`config.mk`:
```
export PLATFORM = sky130hd
export DESIGN_NAME = pbc_top
export DESIGN_NICKNAME = d
export VERILOG_FILES = /design/src/include/pbc_pkg.sv /design/src/logic/pbc_blank_timer.sv /design/src/logic/pbc_top.sv
export VERILOG_INCLUDE_DIRS = /design/src /design/src/include
export SDC_FILE = /design/constraint.sdc
export NUM_CORES = 1
export LEC_CHECK = 0
export BUFFER_PORTS_ARGS = -buffer_cell sky130_fd_sc_hd__buf_4
export CORE_MARGIN = 1.5
export CORE_UTILIZATION = 54
export CTS_CLUSTER_DIAMETER = 200
export DETAILED_ROUTE_END_ITERATION = 10
export GPL_TIMING_DRIVEN = 0
export PLACE_DENSITY = 0.82
export SYNTH_ARGS = -nofsm -noshare
export SYNTH_HDL_FRONTEND = slang
export SYNTH_SLANG_ARGS = --single-unit
```
`constraint.sdc`:
```
create_clock -name clk_i -period 2.98 [get_ports clk_i]
set_input_delay 0.894 -clock clk_i [delete_from_list [all_inputs] [get_ports clk_i]]
set_output_delay 0.894 -clock clk_i [all_outputs]
set_load 0.02 [all_outputs]
```
`src/include/pbc_cfg.svh`:
```
// Register offsets, write masks, field positions and reset values of the blanking and chop block.
// Assumes a 32-bit Avalon-MM slave with word-aligned byte addresses.
`ifndef PBC_CFG_SVH
`define PBC_CFG_SVH
`define PBC_ADDR_BLANK_CTRL 5'h00
`define PBC_ADDR_BLANK_DLY  5'h04
`define PBC_ADDR_AUX_CTRL   5'h08
`define PBC_ADDR_OUT_LEVELS 5'h0c
`define PBC_ADDR_STATUS     5'h10
`define PBC_CTRL_WMASK      16'hfc3f
`define PBC_DLY_WMASK       16'h0fff
`define PBC_AUX_WMASK       16'h0f3f
`define PBC_LVL_WMASK       16'h000f
`define PBC_RST_CTRL        16'h0000
`define PBC_RST_DLY         16'h0000
`define PBC_RST_AUX         16'h0000
`define PBC_RST_LVL         16'h0000
`define PBC_B_HI_RISE  15
`define PBC_B_HI_FALL  14
`define PBC_B_LO_RISE  13
`define PBC_B_LO_FALL  12
`define PBC_B_FLT_LEB  11
`define PBC_B_LIM_LEB  10
`define PBC_B_SRC_HI   5
`define PBC_B_SRC_LO   4
`define PBC_B_HO_HI    3
`define PBC_B_HO_LO    2
`define PBC_B_LO_HI    1
`define PBC_B_LO_LO    0
`define PBC_F_BSEL_HI  11
`define PBC_F_BSEL_LO  8
`define PBC_F_CSEL_HI  5
`define PBC_F_CSEL_LO  2
`define PBC_B_HI_CHOP  1
`define PBC_B_LO_CHOP  0
`define PBC_F_DLY_HI   11
`define PBC_B_FLT_LVH  3
`define PBC_B_FLT_LVL  2
`define PBC_B_LIM_LVH  1
`define PBC_B_LIM_LVL  0
`endif

```
`src/include/pbc_pkg.sv`:
```
// Types shared by the blanking and chop block.
// Assumes pbc_cfg.svh holds the register numbers; the source select codes are defined here.
package pbc_pkg;
   typedef enum logic [3:0] {
      PBC_SRC_NONE = 4'h0,
      PBC_SRC_GEN1 = 4'h1,
      PBC_SRC_GEN2 = 4'h2,
      PBC_SRC_GEN3 = 4'h3
   } pbc_src_e;
   typedef logic [15:0] pbc_reg_t;
endpackage

```
`src/logic/pbc_blank_timer.sv`:
```
// Leading-edge blanking down-counter.
// Assumes a restart pulse synchronous to clk_i.
`timescale 1ns/1ps
module pbc_blank_timer #(
   parameter int DLY_W = 12
) (
   // Clock, reset and enable.
   input  wire logic             clk_i,
   input  wire logic             srst_i,
   input  wire logic             ce_i,
   // Control.
   input  wire logic             restart_i,
   input  wire logic [DLY_W-1:0] delay_i,
   // Status.
   output logic                  active_o,
   output logic [DLY_W-1:0]      count_o
);
   always_ff @(posedge clk_i) begin
      if (srst_i) begin
         count_o <= '0;
      end else if (ce_i) begin
         if (restart_i) begin
            count_o <= delay_i;
         end else if (count_o != '0) begin
            count_o <= count_o - 1'b1;
         end
      end
   end

   assign active_o = (count_o != '0);
endmodule

```
`src/logic/pbc_top.sv`:
```
// Blanking, fault forcing and chop logic of one PWM generator.
// Assumes PWM and fault inputs are synchronous to clk_i; Avalon-MM register port.
//
// The implementer's own choices: register access over Avalon-MM and the address map.
`timescale 1ns/1ps
`include "pbc_cfg.svh"
module pbc_top #(
   parameter int DLY_W = 12
) (
   // Clock, reset and enable.
   input  wire logic        clk_i,
   input  wire logic        srst_i,
   input  wire logic        ce_i,
   // Avalon-MM slave.
   input  wire logic [4:0]  avs_address_i,
   input  wire logic        avs_read_i,
   input  wire logic        avs_write_i,
   input  wire logic [31:0] avs_writedata_i,
   input  wire logic [3:0]  avs_byteenable_i,
   output logic [31:0]      avs_readdata_o,
   output logic             avs_waitrequest_o,
   // Generator outputs and sources.
   input  wire logic        pwm_high_in_i,
   input  wire logic        pwm_low_in_i,
   input  wire logic [2:0]  gen_high_i,
   input  wire logic        chop_clk_i,
   // Protection inputs, active high after polarity selection.
   input  wire logic        fault_i,
   input  wire logic        limit_i,
   // Results.
   output logic             pwm_high_out_o,
   output logic             pwm_low_out_o,
   output logic             fault_eff_o,
   output logic             limit_eff_o
);
   ////////////////////////////////////////////////////////////////////////////////
   pbc_pkg::pbc_reg_t blank_control;
   pbc_pkg::pbc_reg_t blank_delay;
   pbc_pkg::pbc_reg_t aux_control;
   pbc_pkg::pbc_reg_t out_levels;
   logic              hi_q;
   logic              lo_q;
   logic              restart;
   logic              edge_active;
   logic [DLY_W-1:0]  count;
   logic              blank_src;
   logic              chop_src;
   logic              state_blank;
   logic              flt_mask;
   logic              lim_mask;
   logic              ack;
   logic [15:0]       next_rdata;

   function automatic logic pick_src(input logic [3:0] sel, input logic [2:0] gen,
                                     input logic none_val);
      unique case (sel)
         pbc_pkg::PBC_SRC_GEN1: pick_src = gen[0];
         pbc_pkg::PBC_SRC_GEN2: pick_src = gen[1];
         pbc_pkg::PBC_SRC_GEN3: pick_src = gen[2];
         default:               pick_src = none_val;
      endcase
   endfunction

   function automatic logic [15:0] merge(input logic [15:0] old, input logic [31:0] wd,
                                         input logic [3:0] be, input logic [15:0] m);
      logic [15:0] n;
      n = old;
      if (be[0]) begin
         n[7:0] = wd[7:0];
      end
      if (be[1]) begin
         n[15:8] = wd[15:8];
      end
      merge = n & m;
   endfunction

   ////////////////////////////////////////////////////////////////////////////////
   // Registers answer with one wait cycle, then acknowledge.
   assign avs_waitrequest_o = (avs_read_i || avs_write_i) && !ack;

   always_ff @(posedge clk_i) begin
      if (srst_i) begin
         ack <= 1'b0;
      end else begin
         ack <= (avs_read_i || avs_write_i) && !ack;
      end
   end

   always_ff @(posedge clk_i) begin
      if (srst_i) begin
         blank_control <= `PBC_RST_CTRL;
         blank_delay   <= `PBC_RST_DLY;
         aux_control   <= `PBC_RST_AUX;
         out_levels    <= `PBC_RST_LVL;
      end else if (avs_write_i && ack) begin
         unique case ({avs_address_i[4:2], 2'b00})
            `PBC_ADDR_BLANK_CTRL: blank_control <= merge(blank_control, avs_writedata_i,
                                        avs_byteenable_i, `PBC_CTRL_WMASK);
            `PBC_ADDR_BLANK_DLY:  blank_delay <= merge(blank_delay, avs_writedata_i,
                                        avs_byteenable_i, `PBC_DLY_WMASK);
            `PBC_ADDR_AUX_CTRL:   aux_control <= merge(aux_control, avs_writedata_i,
                                        avs_byteenable_i, `PBC_AUX_WMASK);
            `PBC_ADDR_OUT_LEVELS: out_levels <= merge(out_levels, avs_writedata_i,
                                        avs_byteenable_i, `PBC_LVL_WMASK);
            default: ;
         endcase
      end
   end

   always_comb begin
      next_rdata = 16'h0000;
      unique case ({avs_address_i[4:2], 2'b00})
         `PBC_ADDR_BLANK_CTRL: next_rdata = blank_control;
         `PBC_ADDR_BLANK_DLY:  next_rdata = blank_delay;
         `PBC_ADDR_AUX_CTRL:   next_rdata = aux_control;
         `PBC_ADDR_OUT_LEVELS: next_rdata = out_levels;
         `PBC_ADDR_STATUS:     next_rdata = {edge_active, fault_eff_o, limit_eff_o,
                                             1'b0, count};
         default:              next_rdata = 16'h0000;
      endcase
   end

   always_ff @(posedge clk_i) begin
      if (srst_i) begin
         avs_readdata_o <= 32'h0000_0000;
      end else if (avs_read_i && !ack) begin
         avs_readdata_o <= {16'h0000, next_rdata};
      end
   end

   ////////////////////////////////////////////////////////////////////////////////
   // Edge detection of the generator outputs.
   always_ff @(posedge clk_i) begin
      if (srst_i) begin
         hi_q <= 1'b0;
         lo_q <= 1'b0;
      end else if (ce_i) begin
         hi_q <= pwm_high_in_i;
         lo_q <= pwm_low_in_i;
      end
   end

   assign restart = (blank_control[`PBC_B_HI_RISE] && pwm_high_in_i && !hi_q)
                 || (blank_control[`PBC_B_HI_FALL] && !pwm_high_in_i && hi_q)
                 || (blank_control[`PBC_B_LO_RISE] && pwm_low_in_i && !lo_q)
                 || (blank_control[`PBC_B_LO_FALL] && !pwm_low_in_i && lo_q);

   pbc_blank_timer #(
      .DLY_W (DLY_W)
   ) u_timer (
      .clk_i     (clk_i),
      .srst_i    (srst_i),
      .ce_i      (ce_i),
      .restart_i (restart),
      .delay_i   (blank_delay[DLY_W-1:0]),
      .active_o  (edge_active),
      .count_o   (count)
   );

   ////////////////////////////////////////////////////////////////////////////////
   // State blanking and masking.
   assign blank_src = pick_src(aux_control[`PBC_F_BSEL_HI:`PBC_F_BSEL_LO],
                               gen_high_i, 1'b0);

   assign state_blank =
      (aux_control[`PBC_F_BSEL_HI:`PBC_F_BSEL_LO] inside {4'h1, 4'h2, 4'h3} &&
       ((blank_control[`PBC_B_SRC_HI] && blank_src)
        || (blank_control[`PBC_B_SRC_LO] && !blank_src)))
      || (blank_control[`PBC_B_HO_HI] && pwm_high_in_i)
      || (blank_control[`PBC_B_HO_LO] && !pwm_high_in_i)
      || (blank_control[`PBC_B_LO_HI] && pwm_low_in_i)
      || (blank_control[`PBC_B_LO_LO] && !pwm_low_in_i);

   assign flt_mask = (blank_control[`PBC_B_FLT_LEB] && edge_active) || state_blank;
   assign lim_mask = (blank_control[`PBC_B_LIM_LEB] && edge_active) || state_blank;

   ////////////////////////////////////////////////////////////////////////////////
   // Chop and forced output levels.
   assign chop_src = pick_src(aux_control[`PBC_F_CSEL_HI:`PBC_F_CSEL_LO],
                              gen_high_i, chop_clk_i);

   always_ff @(posedge clk_i) begin
      if (srst_i) begin
         fault_eff_o    <= 1'b0;
         limit_eff_o    <= 1'b0;
         pwm_high_out_o <= 1'b0;
         pwm_low_out_o  <= 1'b0;
      end else if (ce_i) begin
         fault_eff_o <= fault_i && !flt_mask;
         limit_eff_o <= limit_i && !lim_mask;
         if (fault_i && !flt_mask) begin
            pwm_high_out_o <= out_levels[`PBC_B_FLT_LVH];
            pwm_low_out_o  <= out_levels[`PBC_B_FLT_LVL];
         end else if (limit_i && !lim_mask) begin
            pwm_high_out_o <= out_levels[`PBC_B_LIM_LVH];
            pwm_low_out_o  <= out_levels[`PBC_B_LIM_LVL];
         end else begin
            pwm_high_out_o <= pwm_high_in_i &&
                              (!aux_control[`PBC_B_HI_CHOP] || chop_src);
            pwm_low_out_o  <= pwm_low_in_i &&
                              (!aux_control[`PBC_B_LO_CHOP] || chop_src);
         end
      end
   end
endmodule

```
Word-level counts from Yosys, hierarchy flattened:

Cells that the tools add are included.

* add/subtract/negate cells: 1
* eq/ne operators: 10
* multiplexer cells: 9
* reductions and logical operators: 59

Operators by type and width (number)
* case mux 16 bit (5 select lines): 1
* logical AND 1 bit: 24
* two-way mux 12 bit: 2
* AND reduction 3 bit: 7
* == test 4 x 2 -> 1 bit (second input constant): 4
* logical OR 1 bit: 13
* nonzero test 12 bit: 1
* subtractor 12 x 1 -> 12 bit (second input constant): 1
* zero test 1 bit: 10
* == test 4 x 1 -> 1 bit (second input constant): 2
* == test 3 x 2 -> 1 bit (second input constant): 2
* case mux 1 bit (3 select lines): 2
* two-way mux 1 bit: 4
* == test 3 x 1 -> 1 bit (second input constant): 1
* == test 3 bit (second input constant): 1
* zero test 3 bit: 1
* nonzero test 3 bit: 1
* AND reduction 2 bit: 1
* nonzero test 2 bit: 1

* flip-flop bits (word level): 73
* input port bits: 54
* output and inout bits: 37
* word-level logic and storage cells: 95

Longest topological paths before layout:

* word-level depth: 15
* gate-level depth with buffers: 9

Hierarchy:

A second synthesis with hierarchy kept.

* cells, all modules: 460
* area total of the unflattened synthesis: 3905.0 µm²

Modules (own cells, without submodules)
* pbc_top: times used 1, cells each 355, area an instance 3074.2 µm²
* pbc_blank_timer: times used 1, cells each 105, area an instance 830.8 µm²

Worst setup path before layout:

No wires, ideal clock.

* kind: in2reg
* from: in gen_high_i[2]
* to: reg pwm_high_out_o
* data arrival time: 2.292 ns
* setup slack: 0.600 ns
* stages: 6
* buffers on the path: 0
* cells stage by stage: mux2_1 > a31oi_1 > mux2i_1 > o211a_4 > mux2_4 > a311oi_2

* longest elaborated chain between the ends: 14
* elaborated cells on any way between the ends: 21
* those cells by class: 4 x mux; 17 x reduce/logical

Ends and longest elaborated chain
* start: declaration: RTL line pbc_top.sv:25 `input wire logic [2:0] gen_high_i,`
* case mux 1 bit (3 select lines): RTL line pbc_top.sv:56 `unique case (sel)`
* zero test 1 bit: RTL line pbc_top.sv:168 `` || (blank_control[`PBC_B_SRC_LO] && !blank_src))) ``
* logical AND 1 bit: RTL line pbc_top.sv:168
* logical OR 1 bit: RTL line pbc_top.sv:167 `` ((blank_control[`PBC_B_SRC_HI] && blank_src) ``
* logical AND 1 bit: RTL line pbc_top.sv:166 `` (aux_control[`PBC_F_BSEL_HI:`PBC_F_BSEL_LO] inside {4'h1, 4'h2, 4'h3} && ``
* logical OR 1 bit (4 in a row): RTL line pbc_top.sv:166
* logical OR 1 bit: RTL line pbc_top.sv:175 `` assign lim_mask = (blank_control[`PBC_B_LIM_LEB] && edge_active) || state_blank; ``
* zero test 1 bit: RTL line pbc_top.sv:194 `end else if (limit_i && !lim_mask) begin`
* logical AND 1 bit: RTL line pbc_top.sv:194
* two-way mux 1 bit: RTL line pbc_top.sv:194
* two-way mux 1 bit *: RTL line pbc_top.sv:191 `if (fault_i && !flt_mask) begin`
* end signal: assignment: RTL line pbc_top.sv:192 `` pwm_high_out_o <= out_levels[`PBC_B_FLT_LVH]; ``
* end signal: assignment: RTL line pbc_top.sv:195 `` pwm_high_out_o <= out_levels[`PBC_B_LIM_LVH]; ``
* end signal: assignment: RTL line pbc_top.sv:198 `pwm_high_out_o <= pwm_high_in_i &&`
* end: declaration: RTL line pbc_top.sv:31 `output logic pwm_high_out_o,`

Mark *: on every way between the ends. The rest lies on a longest branch, timed or not.
A chain may end at the register's enable or synchronous reset.

Worst setup path after layout:

* from: in pwm_high_in_i
* to: reg u_timer.count_o[6]

* longest elaborated chain between the ends: 8
* elaborated cells on any way between the ends: 11
* those cells by class: 1 x mux; 10 x reduce/logical

Ends and longest elaborated chain
* start: declaration: RTL line pbc_top.sv:23 `input wire logic pwm_high_in_i,`
* zero test 1 bit: RTL line pbc_top.sv:144 `` || (blank_control[`PBC_B_HI_FALL] && !pwm_high_in_i && hi_q) ``
* logical AND 1 bit (2 in a row): RTL line pbc_top.sv:144
* logical OR 1 bit * (3 in a row): RTL line pbc_top.sv:143 `` assign restart = (blank_control[`PBC_B_HI_RISE] && pwm_high_in_i && !hi_q) ``
* nonzero test 2 bit (no source line)
* AND reduction 2 bit (no source line)
* end signal: assignment: RTL line pbc_blank_timer.sv:23 `count_o <= delay_i;`
* end signal: assignment: RTL line pbc_blank_timer.sv:25 `count_o <= count_o - 1'b1;`
* end: declaration: RTL line pbc_blank_timer.sv:16 `output logic [DLY_W-1:0] count_o`

Marked as above.

==> flow_metrics.py <==
metrics = {
    "synth": {
        "seq_area_frac_synth": 0.388,
        "yosysWarnings": 0,
        "syn_area_um2": 3770,
        "synth_edf_count": 0,
        "synth_area_per_cell_um2": 8.13,
        "post_synth_num_cell_types": 51,
        "synth-seq-cells": 73,
        "postSynthCellCount": 463,
        "synth_flop_cell": "dfxtp_1",
        "async_reset_ff_frac": 0,
    },
    "sta": {
        "min_period_ps": 2530,
        "max_freq_mhz": 395,
        "drv_slew": 0,
        "setup_violations": 0,
        "slew_headroom": 0.462,
        "hold_viol": 0,
        "finalCritPeriodShare": 0.850,
        "finClkSkew_ps": 8.30,
        "rsz0062_at_grt": "no",
        "worst_pin_slew_ps": 798,
        "tns_ps": 0,
    },
    "power_and_ir_drop": {
        "ir_worst_vdd_mv": 0.308,
        "p_per_area_nw_per_um2": 682,
        "power_w": 0.00309,
        "leakage_nw": 1.76,
    },
    "place": {
        "dpl.hpwl_um": 7800,
        "placed_cell_area_um2": 4310,
        "io_buffers": 52,
        "gp_congestion": 0.945,
    },
    "drt": {
        "num_vias": 3782,
        "firstDrtPassIters": 7,
        "drc": 0,
        "drt_iter0_markers": 471,
        "postRouteAntennaNets": 0,
        "avgViaCountPerCell": 6.04,
        "drt-wirelength-per-cell_um": 16.8,
        "routed_wl_um": 10500,
    },
    "clock_network": {
        "h-tree-depth": 3,
        "cts_resized": 0,
        "post-cts-setup-buffers": 0,
        "cts_root_buffer": "clkbuf_8",
        "cts_tree": "yes",
        "clkTransAtPathRegs_ps": 80,
        "cts.sinks": 73,
        "cts_max_path_buffers": 2,
        "hold_buffers": 0,
        "clk_latency_ps": 350,
        "cts_buffers": 9,
    },
    "global_routing": {
        "grt_max_degree": 13,
        "grt_pass1_vias": 3413,
        "antenna_found_initial": 0,
        "grt_usage": 0.290,
        "overflow": 0,
        "grt_pass1_wl_um": 16700,
    },
    "finish": {
        "regArea_um2": 1460,
        "multi_input_area_um2": 2090,
        "syn_to_final_growth_pct": 20.2,
        "final_common_cell": "dfxtp_1",
        "fillers": 579,
        "mostFrequentLayoutCells": "73 x dfxtp_1, 69 x buf_4, 65 x nor2_1",
        "antenna_cells": 0,
        "final_layout_size_suffix_gt1_frac": 0.209,
        "fin_nets": 596,
        "finalInstanceArea_um2": 4530,
    },
    "flow_run": {
        "drv_cap": 0,
    },
    "run_status": {
        "status": "finished clean",
    },
    "floorplanning": {
        "die_w_um": 86.5,
        "rows": 30,
        "chipHeight_um": 86.5,
        "fp.dieArea_um2": 7480,
        "core_um2": 6760,
        "ios": 91,
        "start_util": 0.557,
    },
    "critical_path": {
        "cp-start-kind": "input pin",
        "crit_required_ps": 3200,
        "crit_type": "in -> reg",
        "arrival_ps": 2750,
        "worstSetupEndpointType": "register",
        "critPathMaxFanout": 10,
    },
    "worst_hold_path": {
        "hold_class": "reg -> reg",
    },
}
[report_power, final]
| part | internal [W] | switching (W) |
|---|---|---|
| logic | 0.000465 | 0.000602 |
| registers | 0.00107 | 0.000122 |
| clock network | 0.000454 | 0.000378 |
[per-layer routing]
| metal | GRT usage | share of wire |
|---|---|---|
| met4 | 0.139 | 0.035 |
| met2 | 0.448 | 0.46 |
| met1 | 0.394 | 0.41 |
| met5 | 0 | 0 |
| met3 | 0.0514 | 0.092 |
[cell usage after synthesis, types with 4 or more instances]
cell type  count  share of area
o22ai_1        6          0.010
buf_2          5         0.0066
nand3_1       10          0.013
nor3_1         9          0.012
nor2b_1        5         0.0083
a22oi_1       22          0.044
buf_4         17          0.034
o211ai_1       4         0.0080
mux2_2         6          0.018
mux2i_1       30          0.080
inv_1         11          0.011
clkbuf_1      19          0.019
o21ai_0       38          0.050
dfxtp_1       73           0.39
a21oi_1       44          0.058
nand2_1       48          0.048
nor2_1        65          0.065
a21o_1         8          0.016
[final cells by class]
| class | instances | area share |
|---|---|---|
| flip-flops and latches | 73 | 0.323 |
| clock inverters | 4 | 0.0111 |
| well taps | 80 | 0.0221 |
| inverters | 11 | 0.00912 |
| repair buffers | 52 | 0.0862 |
| plain buffers | 43 | 0.0511 |
| clock buffers | 12 | 0.0365 |
| multi-input cells | 351 | 0.461 |
[final timing paths]
path / to / depth (start not counted) / startpoint / slack, ps
setup / recovery: u_timer.count_o[6] / 9 / pwm_high_in_i / 450
hold / removal: limit_eff_o / 2 / limit_eff_o / 470
setup reg to reg: pwm_high_out_o / 8 / u_timer.count_o[0] / 680
hold reg to reg: limit_eff_o / 2 / limit_eff_o / 470
[through the flow]
step,hold WS (ps),util,worst slack [ps],instances
after global routing,499,0.670,384,626
final,472,0.670,447,626
after detailed placement,464,0.638,159,610
after floorplan,454,-,600,478
after CTS,474,0.670,523,626
after global placement,455,0.638,193,610
[logic make-up (layout without fill, tap and decap cells)]
group / Yosys count / in the layout / synth area share
compound gates: 139 / 139 / 0.237
fa+ha+maj: 1 / 1 / 0.00332
buf+inv: 54 / 122 / 0.0724
flops: 73 / 73 / 0.388
mux: 38 / 38 / 0.105
other cells: 1 / 16 / 0.000996
simple gates: 157 / 157 / 0.194
[registers in the layout, summed over array words and instances (netlist names)]
| name | cells |
|---|---|
| avs_readdata_o | 16 |
| fault_eff_o | 1 |
| aux_control | 10 |
| lo_q | 1 |
| hi_q | 1 |
| pwm_low_out_o | 1 |
| out_levels | 4 |
| blank_delay | 12 |
| blank_control | 12 |
| ack | 1 |
| pwm_high_out_o | 1 |
| limit_eff_o | 1 |
| u_timer.count_o | 12 |
[critical path, stage by stage]
cell and delay [ps]:
buf_4 120, nand2_1 50, o21ai_0 630, or2_2 240, buf_2 230, buf_2 270, a21oi_1 70, o21ai_0 160
a21oi_1 90
Power figures use the tool's default switching activity.
